===== config.mk =====
export PLATFORM = sky130hd
export DESIGN_NAME = wsr_reset_logic
export DESIGN_NICKNAME = d
export VERILOG_FILES = /design/src/rtl/wsr_pkg.sv /design/src/rtl/wsr_sync.sv /design/src/rtl/wsr_reset_logic.sv
export SDC_FILE = /design/constraint.sdc
export NUM_CORES = 1
export LEC_CHECK = 0
export ABC_AREA = 1
export BUFFER_PORTS_ARGS = -buffer_cell sky130_fd_sc_hd__buf_2
export CAP_MARGIN = 20
export CORE_UTILIZATION = 55
export CTS_CLUSTER_DIAMETER = 50
export CTS_CLUSTER_SIZE = 10
export DETAILED_ROUTE_END_ITERATION = 7
export PLACE_DENSITY = 0.73
export SLEW_MARGIN = 20
export SYNTH_ARGS = -nofsm -noshare
export SYNTH_HDL_FRONTEND = slang
export SYNTH_SLANG_ARGS = --single-unit

===== constraint.sdc =====
create_clock -name i_mclk -period 3.19 [get_ports i_mclk]
set_input_delay 0.1595 -clock i_mclk [delete_from_list [all_inputs] [get_ports i_mclk]]
set_output_delay 0.1595 -clock i_mclk [all_outputs]
set_load 0.02 [all_outputs]

===== src/rtl/wsr_pkg.sv =====
package wsr_pkg;

  // ****************************************************************
  // timing base
  // ****************************************************************
  localparam int unsigned CLK_KHZ         = 10000;
  localparam int unsigned STARTUP_US      = 300;
  localparam int unsigned CLASSIFY_US     = 450;
  localparam int unsigned DELAY_FLOAT_US  = 10000;
  localparam int unsigned DELAY_PULLUP_US = 200000;

  // least times round up to whole cycles
  localparam int unsigned STARTUP_CYC  = (STARTUP_US * CLK_KHZ + 999) / 1000;
  localparam int unsigned CLASSIFY_CYC = (CLASSIFY_US * CLK_KHZ + 999) / 1000;
  localparam int unsigned FLOAT_CYC    = (DELAY_FLOAT_US * CLK_KHZ + 999) / 1000;
  localparam int unsigned PULLUP_CYC   = (DELAY_PULLUP_US * CLK_KHZ + 999) / 1000;

  localparam int unsigned CNT_W = 22;

  // ****************************************************************
  // synchroniser input order and reset levels
  // ****************************************************************
  localparam int unsigned IN_W       = 7;
  localparam int unsigned IN_BELOW   = 0;
  localparam int unsigned IN_ABOVE   = 1;
  localparam int unsigned IN_LOW_HYS = 2;
  localparam int unsigned IN_HI_HYS  = 3;
  localparam int unsigned IN_MAN_N   = 4;
  localparam int unsigned IN_LOCK    = 5;
  localparam int unsigned IN_PIN_HI  = 6;
  // manual reset idles high as if pulled up; all else idles low
  localparam logic [IN_W-1:0] IN_RST = 7'h10;

  // ****************************************************************
  // types
  // ****************************************************************
  typedef enum logic [1:0] {
    MODE_FLOAT,
    MODE_PULLUP,
    MODE_CAP
  } wsr_mode_e;

  typedef enum logic [2:0] {
    ST_STARTUP,
    ST_HOLD,
    ST_CLASS_PD,
    ST_CLASS_CHG,
    ST_DELAY,
    ST_RELEASED
  } wsr_state_e;

endpackage


===== src/rtl/wsr_sync.sv =====
`timescale 1ns/1ns

// ****************************************************************
// three-stage synchroniser, output moves when stages two and three agree
// ****************************************************************
module wsr_sync #(
  parameter int unsigned     WIDTH   = 1,
  parameter logic [WIDTH-1:0] RST_VAL = '0
) (
  // clock and reset
  input  wire logic             i_mclk,
  input  wire logic             i_rst_n,
  // asynchronous levels in, clean levels out
  input  wire logic [WIDTH-1:0] i_async,
  output logic      [WIDTH-1:0] o_sync
);

  logic [WIDTH-1:0] s1_q;
  logic [WIDTH-1:0] s2_q;
  logic [WIDTH-1:0] s3_q;
  logic [WIDTH-1:0] out_d;

  // per bit: accept only a value seen on two successive samples
  always_comb begin
    for (int i = 0; i < int'(WIDTH); i++) begin
      out_d[i] = (s2_q[i] == s3_q[i]) ? s2_q[i] : o_sync[i];
    end
  end

  // stage one feeds stage two only
  always_ff @(posedge i_mclk or negedge i_rst_n) begin
    if (!i_rst_n) begin
      s1_q   <= RST_VAL;
      s2_q   <= RST_VAL;
      s3_q   <= RST_VAL;
      o_sync <= RST_VAL;
    end else begin
      s1_q   <= i_async;
      s2_q   <= s1_q;
      s3_q   <= s2_q;
      o_sync <= out_d;
    end
  end

endmodule


===== src/rtl/wsr_reset_logic.sv =====
`timescale 1ns/1ns

// Behaviour
// outside window pulls reset output low
// inside window, no cause: output released
// window valid uses hysteresis on both sides
// manual reset low asserts reset output
// release after manual reset only post delay
// manual reset input idles high when open
// delay runs only with manual high, inner window
// manual reset ignored during voltage fault hold
// reclassify delay pin on each window entry
// classify pin three ways in 450 us
// floating, pull-up fixed; capacitor programmable
// supply lockout holds reset output low
// downstream ignores output below minimum supply
// output tracks only after startup plus delay
// output only pulls low or releases
// manual low pulse of 1 us recognised
// capacitor discharged in reset, charged after
// grounded delay pin latches reset low
// raising delay pin releases without delay
// analog results enter through synchronisers
// lost condition restarts delay from zero
module wsr_reset_logic #(
  parameter int unsigned CLASSIFY_CYC = wsr_pkg::CLASSIFY_CYC,
  parameter int unsigned FLOAT_CYC    = wsr_pkg::FLOAT_CYC,
  parameter int unsigned PULLUP_CYC   = wsr_pkg::PULLUP_CYC
) (
  // clock and reset
  input  wire logic i_mclk,
  input  wire logic i_rst_n,
  // window comparators
  input  wire logic i_below_low_trip,
  input  wire logic i_above_high_trip,
  input  wire logic i_above_low_hys,
  input  wire logic i_below_high_hys,
  // manual reset and supply
  input  wire logic i_manual_reset_n,
  input  wire logic i_supply_lockout,
  // delay-configuration pin comparator (above cap trip level)
  input  wire logic i_delay_pin_high,
  // open-drain reset output
  output logic      o_reset_n_o,
  output logic      o_reset_n_oe,
  // delay-configuration pin drive
  output logic      o_delay_pin_pd,
  output logic      o_cap_charge_en,
  // status
  output logic [1:0] o_delay_mode
);

  // ****************************************************************
  // input synchronisation
  // ****************************************************************
  logic [wsr_pkg::IN_W-1:0] in_s;

  // all analog decisions are sampled on the internal clock
  wsr_sync #(
    .WIDTH   (wsr_pkg::IN_W),
    .RST_VAL (wsr_pkg::IN_RST)
  ) u_sync (
    .i_mclk  (i_mclk),
    .i_rst_n (i_rst_n),
    .i_async ({i_delay_pin_high, i_supply_lockout, i_manual_reset_n,
               i_below_high_hys, i_above_low_hys, i_above_high_trip,
               i_below_low_trip}),
    .o_sync  (in_s)
  );

  logic man_n;
  logic lockout;
  logic pin_hi;
  assign man_n   = in_s[wsr_pkg::IN_MAN_N];
  assign lockout = in_s[wsr_pkg::IN_LOCK];
  assign pin_hi  = in_s[wsr_pkg::IN_PIN_HI];

  // ****************************************************************
  // window with hysteresis
  // ****************************************************************
  logic win_q;
  logic win_d;
  logic need_class_q;
  logic need_class_d;

  // valid only inside the narrowed window, lost only past a trip level;
  // hovering near a trip level therefore cannot toggle it
  always_comb begin
    win_d = win_q;
    if (in_s[wsr_pkg::IN_BELOW] || in_s[wsr_pkg::IN_ABOVE]) begin
      win_d = 1'b0;
    end else if (in_s[wsr_pkg::IN_LOW_HYS] && in_s[wsr_pkg::IN_HI_HYS]) begin
      win_d = 1'b1;
    end
  end

  // ****************************************************************
  // sequencer
  // ****************************************************************
  wsr_pkg::wsr_state_e state_q;
  wsr_pkg::wsr_state_e state_d;
  wsr_pkg::wsr_mode_e  mode_q;
  wsr_pkg::wsr_mode_e  mode_d;
  logic [wsr_pkg::CNT_W-1:0] cnt_q;
  logic [wsr_pkg::CNT_W-1:0] cnt_d;
  logic go;

  // every cause for holding reset, apart from startup
  assign go = win_q && man_n && !lockout;

  function automatic logic cnt_done(input logic [wsr_pkg::CNT_W-1:0] c,
                                    input int unsigned lim);
    cnt_done = ({10'h000, c} >= 32'(lim) - 32'h0000_0001);
  endfunction

  function automatic int unsigned fixed_lim(input wsr_pkg::wsr_mode_e m);
    fixed_lim = (m == wsr_pkg::MODE_PULLUP) ? PULLUP_CYC : FLOAT_CYC;
  endfunction

  always_comb begin
    state_d      = state_q;
    mode_d       = mode_q;
    cnt_d        = cnt_q + 22'h000001;
    need_class_d = need_class_q;
    unique case (state_q)
      // output held until the supply has been good long enough
      wsr_pkg::ST_STARTUP: begin
        if (cnt_done(cnt_q, wsr_pkg::STARTUP_CYC)) begin
          state_d = wsr_pkg::ST_HOLD;
          cnt_d   = '0;
        end
      end
      // asserted; manual level only matters once voltage is good
      wsr_pkg::ST_HOLD: begin
        cnt_d = '0;
        if (go) begin
          state_d = need_class_q ? wsr_pkg::ST_CLASS_PD
                                 : wsr_pkg::ST_DELAY;
        end
      end
      // phase one: pin pulled down, a resistor still reads high; both
      // phases always run, so every wiring costs the same time
      wsr_pkg::ST_CLASS_PD: begin
        if (cnt_done(cnt_q, CLASSIFY_CYC / 2)) begin
          cnt_d   = '0;
          mode_d  = pin_hi ? wsr_pkg::MODE_PULLUP : wsr_pkg::MODE_CAP;
          state_d = wsr_pkg::ST_CLASS_CHG;
        end
      end
      // phase two: charge current on, an open pin rises fast
      wsr_pkg::ST_CLASS_CHG: begin
        if (cnt_done(cnt_q, CLASSIFY_CYC - CLASSIFY_CYC / 2)) begin
          cnt_d        = '0;
          if (mode_q == wsr_pkg::MODE_CAP && pin_hi) begin
            mode_d = wsr_pkg::MODE_FLOAT;
          end
          need_class_d = 1'b0;
          state_d      = wsr_pkg::ST_DELAY;
        end
      end
      // release delay; cap mode waits for the pin trip, so a grounded
      // pin never releases until raised, and then at once
      wsr_pkg::ST_DELAY: begin
        if (mode_q == wsr_pkg::MODE_CAP) begin
          if (pin_hi) begin
            state_d = wsr_pkg::ST_RELEASED;
          end
        end else if (cnt_done(cnt_q, fixed_lim(mode_q))) begin
          state_d = wsr_pkg::ST_RELEASED;
        end
      end
      wsr_pkg::ST_RELEASED: begin
        cnt_d = '0;
      end
    endcase
    // any lost condition returns to hold; count restarts there
    if (state_q != wsr_pkg::ST_STARTUP && !go) begin
      state_d = wsr_pkg::ST_HOLD;
      cnt_d   = '0;
    end
    // a window loss wins over a classification ending in the same cycle
    if (!win_q) begin
      need_class_d = 1'b1;
    end
  end

  // ****************************************************************
  // output drive
  // ****************************************************************
  logic rst_oe_d;
  logic pd_d;
  logic chg_d;

  // open drain: enable means pull low, never drive high
  always_comb begin
    rst_oe_d = (state_d != wsr_pkg::ST_RELEASED);
    pd_d     = (state_d == wsr_pkg::ST_CLASS_PD) ||
               (rst_oe_d && state_d != wsr_pkg::ST_DELAY &&
                state_d != wsr_pkg::ST_CLASS_CHG &&
                mode_q == wsr_pkg::MODE_CAP);
    chg_d    = (state_d == wsr_pkg::ST_CLASS_CHG) ||
               (state_d == wsr_pkg::ST_DELAY &&
                mode_d == wsr_pkg::MODE_CAP);
  end

  always_ff @(posedge i_mclk or negedge i_rst_n) begin
    if (!i_rst_n) begin
      win_q           <= 1'b0;
      need_class_q    <= 1'b1;
      state_q         <= wsr_pkg::ST_STARTUP;
      mode_q          <= wsr_pkg::MODE_FLOAT;
      cnt_q           <= '0;
      o_reset_n_o     <= 1'b0;
      o_reset_n_oe    <= 1'b1;
      o_delay_pin_pd  <= 1'b0;
      o_cap_charge_en <= 1'b0;
      o_delay_mode    <= 2'h0;
    end else begin
      win_q           <= win_d;
      need_class_q    <= need_class_d;
      state_q         <= state_d;
      mode_q          <= mode_d;
      cnt_q           <= cnt_d;
      o_reset_n_o     <= 1'b0;
      o_reset_n_oe    <= rst_oe_d;
      o_delay_pin_pd  <= pd_d;
      o_cap_charge_en <= chg_d;
      o_delay_mode    <= mode_d;
    end
  end

endmodule


==> results of run 1 <==
cell usage in the layout, fill, tap and decap left out, types with 2 or more instances in the layout:
master / instances
nor4_2: 2
nor3_1: 11
dfrtp_1: 54
xor2_1: 8
nor3b_2: 2
o211ai_1: 4
inv_2: 9
o21ai_0: 2
nand2_2: 6
nand3_2: 2
buf_2: 13
nand4_1: 4
maj3_1: 7
buf_4: 2
inv_1: 34
xnor2_1: 2
nand3_1: 15
a21oi_1: 6
a31oi_1: 3
o21ai_1: 3
nor3b_1: 3
nor2_2: 4
clkbuf_8: 9
nor2_1: 42
bufinv_16: 2
ha_1: 9
nor3_2: 5
dlygate4sd3_1: 8
nand2_1: 67
dfstp_2: 6
nor2_4: 3
clkinv_4: 2
cell usage after synthesis, types with 4 or more instances:
master    number  area (um2)
a21oi_1        6        30.0
dfrtp_1       54        1350
dfstp_2        6         158
ha_1           9         113
inv_1         34         128
inv_2          9        33.8
maj3_1         7        70.1
nand2_1       67         251
nand2_2        6        37.5
nand3_1       15        75.1
nand4_1        4        25.0
nor2_1        42         158
nor2_2         4        25.0
nor3_1        11        55.1
nor3_2         5        50.1
o211ai_1       4        30.0
xor2_1         8        70.1
where the power goes:
part           internal [W]  switching, W  leakage, nW  total [W]
clock              0.000443      0.000312        0.110   0.000755
sequential         0.000786     0.0000122        0.748   0.000799
combinational     0.0000179     0.0000208        0.758  0.0000388
total               0.00125      0.000345         1.62    0.00159
what timing repair did:
item / in CTS / in global routing
endpoints found under the hold margin: 43 / 0
hold buffers: 8 / 0
gates resized for setup: 0 / 0
per-stage QoR:
| stage | hold WS, ns | total power [W] | area (um2) | setup WS [ns] | util |
|---|---|---|---|---|---|
| floorplan | -0.136 | 0.000821 | 2970 | 1.08 | - |
| finish | 0.354 | 0.00159 | 3410 | 0.878 | 0.664 |
| detailed placement | 0.269 | 0.000846 | 3110 | 0.941 | 0.605 |
| CTS | 0.354 | 0.00161 | 3410 | 0.910 | 0.664 |
| global placement | 0.264 | 0.000843 | 3110 | 1.09 | 0.605 |
| global route | 0.367 | 0.00165 | 3410 | 0.593 | 0.664 |
metal layers:
metal / share of wire / track usage
met3: 0.042 / 0.0833
met1: 0.46 / 0.275
met5: 0 / 0
met4: 0.015 / 0.0741
met2: 0.48 / 0.371
worst min-delay path by stage:
stage / start / endpoint / depth (start not counted)
after floorplan: i_rst_n / cnt_q[0]$_DFF_PN0_ / 0
after global placement: i_manual_reset_n / u_sync.s1_q[4]$_DFF_PN1_ / 1
after detailed placement: i_delay_pin_high / u_sync.s1_q[6]$_DFF_PN0_ / 1
after CTS: u_sync.s1_q[1]$_DFF_PN0_ / u_sync.s2_q[1]$_DFF_PN0_ / 0
after global routing: u_sync.s1_q[6]$_DFF_PN0_ / u_sync.s2_q[6]$_DFF_PN0_ / 0
final: u_sync.s1_q[5]$_DFF_PN0_ / u_sync.s2_q[5]$_DFF_PN0_ / 0
layout make-up:
type                    instances  area (um2)  share of cell area
clock buffers                   9         124              0.0363
inverters                      44         165              0.0484
multi-input cells             220        1270               0.371
clock inverters                 7        98.8              0.0290
flip-flops and latches         60        1510               0.442
repair buffers                 23         160              0.0469
well taps                      70        87.6              0.0257
logic make-up after synthesis:
logic type      Yosys count  synth area share
simple gates            173             0.295
flops                    60             0.508
buf+inv                  49            0.0649
compound gates           20            0.0400
fa+ha+maj                16            0.0615
xor+xnor                 10            0.0295
other cells               1           0.00126
flip-flops by register name, summed over array words and instances, names as in the netlist, 2 cells and up:
signal / flops
cnt_q: 22
u_sync.o_sync: 7
state_q: 3
mode_q: 2
u_sync.s1_q: 7
u_sync.s2_q: 7
u_sync.s3_q: 7
==> metrics.cfg, run 1 <==
[clocking]
post_cts_buffers=0
cts_buffer_depth=2
h-tree-depth=3
clk_latency_ns=0.34
clockRootBuffer=clkbuf_8
cts_tree=built
path_clk_slew_ns=0.07
clock_sinks=60
cts_made_buffers=9

[sta]
min_period_ns=2.31
setup_viol=0
slew_violations=0
rsz0062_at_grt=no
worst_pin_slew_ns=0.781
finClkSkew_ns=0.0130
slew_headroom=0.479
hold_violations=0
fmax_ghz=0.433
setup_tns_ns=0
fin_crit_sh=0.725

[place]
hpwl_mm=3.81
dp.cells=409
io_buffers=13
gp_congestion=0.853

[grt]
grt_pass1_wl_mm=9.29
track_usage=0.225
antenna_found_initial=0
grt_pass1_vias=2101
grt_max_degree=38
grt_overflow=0

[routing]
drt_iter0_markers=141
post_drt_via_cell_ratio=5.03
vias=2179
ant_nets=0
wl_per_cell_um=12.4
drcViolationCount=0
totalWireLength_mm=5.38
dr.pass1.iters=4

[worst_setup_path]
rrSetupSlack_ns=0.88
ff2ff_path_depth=17
r2r-start=mode_q[1]$_DFF_PN0_
cp_slowest_cell=dfrtp_1
endpoint=o_delay_pin_pd$_DFF_PN0_
end_kind=flip-flop
crit_buf_inv=1
crit_family=simple AND/OR/NAND/NOR gates
cp_cell_sequence=inv_1 -> nand2_2 -> ha_1 -> and3_1 -> nand2_1 -> nor3_1 -> nand2_1 -> nand2_1 -> nand2_1 -> nand2_1 -> nand2_1 -> nand2_1 -> nand2_1 -> nand2_2 -> nand2_1 -> nand3_1 -> nand2_1
cp_num_cells=17
critPathMaxFanout=11
reg2reg_to=o_delay_pin_pd$_DFF_PN0_
critPathLaunchType=flip-flop
crit_start=mode_q[1]$_DFF_PN0_
slowest_delay_ns=0.39
crit_arrival_ns=2.54
critPathRequiredTime_ns=3.41
crit_top_cell=nand2_1
path_class=flip-flop to flip-flop

[power]
leakage_nw=1.62
power_density_nw_per_um2=467
ir_worst_vdd_mv=0.449

[die]
pin_count=15
std_cell_rows=26
core_area_um2=5140
start_util=0.578
die_y_um=75.5
die_x_um=75.5
die-area_um2=5700

[outcome]
status=finished, final reports clean

[final_layout]
stdcell_count=433
area_delta_synth_final_pct=14.9
n_fill_cell=443
antenna-diode-count=0
drive_above_1_share=0.204
final_nets=376

[synth]
yosysWarnings=0
synthFlopType=dfrtp_1
avgSynthCellArea_um2=9.02
syn_inst=329
synth_cell_types=40
seq_area_frac_synth=0.508
async_reset_ff_frac=1.00
netlist_area_um2=2970
synth-edff-count=0
syn_nets=347
ys_seq_elements=60

[run]
drv_cap=0

[min_path]
hp-class=flip-flop to flip-flop

No activity file was read; power rests on OpenSTA's default activity.
==> run 2, diff against run 1 <==
ABC_AREA = 0   (was 1)
CORE_UTILIZATION = 54   (was 55)
PLACE_DENSITY = 0.75   (was 0.73)
clock period = 1.85 ns   (was 3.19 ns; I/O delays follow)
==> run 2 against run 1 <==
  * The run now ends with negative setup slack left
  * Maximum frequency shrank 1.1%
  * Register-to-register slack got worse by 1.4 ns
  * Wire length is 15% higher
  * Clock skew up 0.0029 ns
  * Sequential power is 73% higher
  * Sequential cell count stayed put
  * Global-route usage is 3.3 points higher
  * Core utilization grew 9.2 points
  * Die area shrank 3.3%
  * Total power rose by 74%
  * Critical endpoint is now o_cap_charge_en$_DFF_PN0_
  * Highest routed layer unchanged
==> metrics.cfg, run 2 <==
[synth]
synth-edff-count=0  ; unchanged
ys_seq_elements=60  ; unchanged
yosysTopAreaCell=dfrtp_1
synth_area_leaders=dfrtp_1 (48%), dfstp_2 (5.6%), nor2_1 (4.1%)
syn_nets=276  ; -20%
syn_inst=258  ; -22%
synth_most_common_cell=dfrtp_1
synth_cell_types=56  ; +40%
synth_top_area_frac=0.480  ; +0.0247
synthFlopType=dfrtp_1
ys_top_cells_by_count=dfrtp_1 (54), nor2_1 (31), xor2_1 (13)
async_reset_ff_frac=1.00  ; unchanged
seq_area_frac_synth=0.536  ; +0.0275
netlist_area_um2=2820  ; -5.1%
avgSynthCellArea_um2=10.9  ; +21%
yosysWarnings=0  ; unchanged

[final_layout]
drive_above_1_share=0.348  ; +0.145
area_delta_synth_final_pct=31.0
final_nets=343  ; -8.8%
top_register=cnt_q
final_util=0.756  ; +0.0921
largest_reg_flops=22  ; unchanged
n_fill_cell=332  ; -25%
antenna-diode-count=0  ; unchanged
layout_commonest_cell=dfrtp_1
multi_input_area_um2=1300  ; +2.3%
register_area_um2=1510  ; +0.17%
stdcell_count=397  ; -8.3%
final_cell_mix=dfrtp_1 (52), buf_4 (45), nor2_1 (31), xor2_1 (13), buf_2 (13)

[die]
die-area_um2=5510  ; -3.3%
start_util=0.577  ; about the same
core_area_um2=4880  ; -5.1%
pin_count=15  ; unchanged
std_cell_rows=25  ; -3.8%
die_x_um=74.2  ; -1.7%
die_y_um=74.2  ; -1.7%

[worst_setup_path]
critPathLaunchType=flip-flop
crit_family=compound AO/OA/AOI/OAI gates
path_class=flip-flop to flip-flop
end_kind=flip-flop
critPathMaxFanout=6  ; -5
slowest_delay_ns=0.45  ; +0.06 ns
rrSetupSlack_ns=-0.49  ; -1.37 ns
crit_arrival_ns=2.55  ; about the same
critPathRequiredTime_ns=2.06  ; -1.35 ns
cp_slowest_cell=or4_4
crit_buf_inv=0  ; -1
cp_cell_sequence=nand2b_4 -> ha_4 -> a21o_1 -> a211oi_2 -> o211a_1 -> o21ai_1 -> o21a_1 -> or4_4 -> mux2i_2

[clocking]
clk_latency_ns=0.34  ; about the same
cts_tree=built
cts_buffer_depth=2  ; unchanged
cts_made_buffers=9  ; unchanged
clockRootBuffer=clkbuf_8
path_clk_slew_ns=0.08  ; about the same
clock_sinks=60  ; unchanged
h-tree-depth=3  ; unchanged

[grt]
use_met2=0.445  ; +0.0744
use_met1=0.310  ; +0.0351
grt_max_degree=61  ; +61%
track_usage=0.258  ; +0.0328
top_usage_layer=met2
grt_overflow=0  ; unchanged
grt_pass1_vias=2179  ; +3.7%
grt_pass1_wl_mm=10.2  ; +10%
grt_use_met3=0.0745  ; -0.00881
antenna_found_initial=0  ; unchanged

[sta]
fmax_ghz=0.428  ; -1.1%
setup_tns_ns=-9.29  ; -9.29 ns
setup_viol=30  ; +30
rsz0062_at_grt=yes
min_period_ns=2.34  ; +0.0254 ns
fin_crit_sh=1.26  ; +0.539
slew_violations=0  ; unchanged
setup_ws_ns=-0.487  ; -1.37 ns
timing.hold.ws_ns=0.331  ; -0.0227 ns
finClkSkew_ns=0.0159  ; +0.00290 ns
hold_violations=0  ; unchanged

[routing]
vias=2133  ; -2.1%
totalWireLength_mm=6.16  ; +15%
drcViolationCount=0  ; unchanged
dr.pass1.iters=4  ; unchanged
wl_per_cell_um=15.5  ; +25%
drt_iter0_markers=120  ; -15%
ant_nets=0  ; unchanged
post_drt_via_cell_ratio=5.37  ; +6.8%

[power]
leakage_nw=1.69  ; +4.4%
ir_worst_vdd_mv=0.995  ; +120%
power_density_nw_per_um2=752  ; +61%

[place]
dp.cells=371  ; -9.3%
hpwl_mm=3.73  ; -2.1%
io_buffers=13  ; unchanged
gp_congestion=0.819  ; -4.0%

[run]
drv_cap=0  ; unchanged

[outcome]
status=complete, but fails checks
violations=negative setup slack

[min_path]
hp-class=input pin to async pin

-- run 2: changes by cell type after synthesis, moves of 4 or more --
cell,change
nor3_2,-4
inv_1,-27
buf_2,+7
nor2_1,-11
inv_2,-9
nand2_2,-6
xor2_1,+5
o21ai_0,+7
nand2_1,-55
nand2b_1,+4
nand3_1,-4
a21oi_1,+4
xnor2_1,+7
nor3_1,-5
-- run 2: timing repair --
item                                    in CTS  in global routing
pin swaps                                    4                  4
gates resized for setup                      8                 16
hold buffers                                 8                  0
endpoints found under the setup margin      30                 31
setup buffers                                1                  1
hold endpoints to repair                    61                  0
-- run 2: cells by family after synthesis --
family,Yosys count,share of synthesized area
and+or+nand+nor,98,0.193
DFF,60,0.536
AOI/OAI and AO/OA,36,0.0849
xor gates and xnor gates,22,0.0684
buffers and inverters,22,0.0409
adders and majority gates,16,0.0649
muxes,3,0.0111
other,1,0.00133
-- run 2: power breakdown --
part	internal (W)	switching (W)	leakage, nW
sequential	0.00136	0.0000250	0.744
combinational	0.0000351	0.0000404	0.833
clock	0.000764	0.000554	0.110
total	0.00216	0.000619	1.69
-- run 2: final cells by class --
type | count | share of cell area
multi-input combinational | 176 | 0.351
clock inverter | 7 | 0.0268
clock buffer | 9 | 0.0336
timing repair buffer | 71 | 0.149
sequential | 60 | 0.410
inverter | 7 | 0.00712
tap | 67 | 0.0227
-- run 2: final timing paths --
path / end / from / cells past startpoint
worst max-delay path: o_cap_charge_en$_DFF_PN0_ / mode_q[1]$_DFF_PN0_ / 9
worst min-delay path: u_sync.o_sync[6]$_DFFE_PN0N_ / i_rst_n / 3
worst max register to register: o_cap_charge_en$_DFF_PN0_ / mode_q[1]$_DFF_PN0_ / 9
worst min register to register: u_sync.s2_q[3]$_DFF_PN0_ / u_sync.s1_q[3]$_DFF_PN0_ / 0
max in group asynchronous: u_sync.o_sync[4]$_DFFE_PN1N_ / i_rst_n / 3
min in group i_mclk: u_sync.s2_q[3]$_DFF_PN0_ / u_sync.s1_q[3]$_DFF_PN0_ / 0
-- run 2: worst register-to-register path, delay by kind of cell (launching register included) --
| kind | cells | cell delay, ns |
|---|---|---|
| mux | 1 | 0.17 |
| flops | 1 | 0.40 |
| simple gates | 2 | 0.65 |
| compound gates | 5 | 0.74 |
| fa+ha+maj | 1 | 0.26 |
-- run 2: metrics by stage --
stage               worst slack (ns)  cell area, um2  total power [W]
floorplan                     -0.535            2860          0.00142
global placement              -0.377            3290          0.00146
CTS                           -0.479            3620          0.00279
global route                  -0.602            3690          0.00287
detailed placement            -0.510            3290          0.00146
finish                        -0.487            3690          0.00277
-- run 2: routing by layer --
metal	vias up	wire, um
met5	-	0
met4	0	104
li1	1029	-
met2	41	3180
met3	14	171
met1	1049	2710
==> run 3, diff against run 2 <==
REMOVE_ABC_BUFFERS = 1   (was unset)
==> run 3 against run 2 <==
  * The flow still finishes with violations (negative setup slack)
  * Via count rose by 8.3%
  * Maximum frequency decreased by 2.4%
  * Count of clock-buffer cells in the layout up 2
==> metrics.cfg, run 3 (same netlist as run 2, synthesis figures left out) <==
[die]
start_util=0.577  ; unchanged
die_y_um=74.2  ; unchanged
die_x_um=74.2  ; unchanged
die-area_um2=5510  ; unchanged
core_area_um2=4880  ; unchanged
std_cell_rows=25  ; unchanged
pin_count=15  ; unchanged

[final_layout]
final_nets=349  ; +1.7%
drive_above_1_share=0.432  ; +0.0831
largest_reg_flops=22  ; unchanged
n_fill_cell=256  ; -23%
area_delta_synth_final_pct=43.0
final_cell_mix=dfrtp_1 (54), buf_4 (45), nor2_4 (22), xor2_1 (13), buf_2 (13)
register_area_um2=1510  ; -0.17%
final_util=0.825  ; +0.0695
antenna-diode-count=0  ; unchanged
top_register=cnt_q
multi_input_area_um2=1530  ; +18%
stdcell_count=403  ; +1.5%
layout_commonest_cell=dfrtp_1

[sta]
hold_violations=0  ; unchanged
fmax_ghz=0.418  ; -2.4%
setup_ws_ns=-0.543  ; -0.0564 ns
timing.hold.ws_ns=0.264  ; -0.0668 ns
setup_viol=29  ; -3.3%
slew_headroom=0.626
min_period_ns=2.39  ; +0.0564 ns
slew_violations=0  ; unchanged
fin_crit_sh=1.29  ; +0.0305
setup_tns_ns=-11.89  ; -2.60 ns
finClkSkew_ns=0.00864  ; -0.00729 ns
rsz0062_at_grt=yes
worst_pin_slew_ns=0.556

[grt]
grt_max_degree=39  ; -36%
track_usage=0.263  ; +0.00503
antenna_found_initial=0  ; unchanged
grt_pass1_vias=2246  ; +3.1%
grt_overflow=0  ; unchanged
grt_pass1_wl_mm=10.4  ; +2.0%

[clocking]
clock_sinks=60  ; unchanged
clk_latency_ns=0.35  ; about the same
cts_tree=built
cts_buffer_depth=2  ; unchanged
path_clk_slew_ns=0.07  ; about the same
clockRootBuffer=clkbuf_8
h-tree-depth=3  ; unchanged
cts_made_buffers=9  ; unchanged

[routing]
post_drt_via_cell_ratio=5.73  ; +6.6%
ant_nets=0  ; unchanged
drcViolationCount=0  ; unchanged
wl_per_cell_um=17.5  ; +13%
totalWireLength_mm=7.07  ; +15%
met1_length_mm=2.84  ; +4.7%
met3_length_um=444  ; +160%
dr.pass1.iters=4  ; unchanged
vias=2309  ; +8.3%
top_layer=met4
wl_met2_mm=3.45  ; +8.4%
drt_iter0_markers=223  ; +86%

[worst_setup_path]
critPathLaunchType=flip-flop
critPathRequiredTime_ns=2.08  ; +0.02 ns
rrSetupSlack_ns=-0.54  ; -0.06 ns
crit_arrival_ns=2.63  ; +0.08 ns
critPathMaxFanout=5  ; -1
path_class=flip-flop to flip-flop
end_kind=flip-flop

[min_path]
hp-class=input pin to async pin

[place]
io_buffers=13  ; unchanged
gp_congestion=0.818  ; -0.17%
place_ws_ns=-0.586  ; -0.0762 ns
dp.cells=367  ; -1.1%
hpwl_mm=3.62  ; -2.8%

[run]
drv_cap=0  ; unchanged

[power]
ir_worst_vdd_mv=0.778  ; -22%
leakage_nw=1.70  ; +0.83%
power_density_nw_per_um2=657  ; -13%

[outcome]
status=complete, but fails checks
violations=negative setup slack

[run 3: path summary, 6_finish.rpt]
| check | from | to | cells after the start |
|---|---|---|---|
| min in group i_mclk | u_sync.s1_q[5]$_DFF_PN0_ | u_sync.s2_q[5]$_DFF_PN0_ | 0 |
| hold reg to reg | u_sync.s1_q[5]$_DFF_PN0_ | u_sync.s2_q[5]$_DFF_PN0_ | 0 |
| hold / removal | i_rst_n | u_sync.s1_q[1]$_DFF_PN0_ | 2 |
| setup / recovery | mode_q[1]$_DFF_PN0_ | o_cap_charge_en$_DFF_PN0_ | 10 |
| max in group asynchronous | i_rst_n | need_class_q$_DFFE_PN1P_ | 3 |
| setup reg to reg | mode_q[1]$_DFF_PN0_ | o_cap_charge_en$_DFF_PN0_ | 10 |
[run 3: per-stage QoR]
stage	instance area [um2]	power, W
global route	4030	0.00273
detailed placement	3220	0.00146
CTS	3840	0.00266
floorplan	2730	0.00141
global placement	3220	0.00146
finish	4030	0.00264
[run 3: per-layer routing]
layer	track usage	up-vias
met4	0.134	0
met5	0	-
li1	-	1053
met1	0.324	1105
met3	0.0623	41
met2	0.434	110
[run 3: critical path: stages, from the launching register on]
cell and delay (ns):
dfrtp_1 0.39, nand2b_4 0.19, buf_6 0.15, ha_4 0.23, a21oi_4 0.14, o21ai_1 0.12, nand4b_1 0.16, a31oi_2 0.10
o21a_1 0.20, or4_4 0.45, mux2i_1 0.13
[run 3: timing repair]
item | in CTS | in global routing
gates cloned | 3 | 0
resized for setup | 54 | 35
hold buffers | 8 | 0
endpoints found under the setup margin | 31 | 31
setup buffers | 6 | 3
endpoints found under the hold margin | 27 | 0
pin swaps | 17 | 13
[run 3: cell type report]
| type | count | area share |
|---|---|---|
| multi-input cells | 176 | 0.380 |
| inverters | 7 | 0.00652 |
| flip-flops and latches | 60 | 0.375 |
| well taps | 67 | 0.0208 |
| clock inverters | 5 | 0.0152 |
| clock buffers | 11 | 0.0351 |
| repair buffers | 77 | 0.167 |
[run 3: power by group]
part | switching (W) | internal (W) | leakage [nW]
Clock | 0.000533 | 0.000660 | 0.0918
Combinational | 0.0000373 | 0.0000360 | 0.861
Sequential | 0.0000221 | 0.00136 | 0.748
Total | 0.000592 | 0.00205 | 1.70
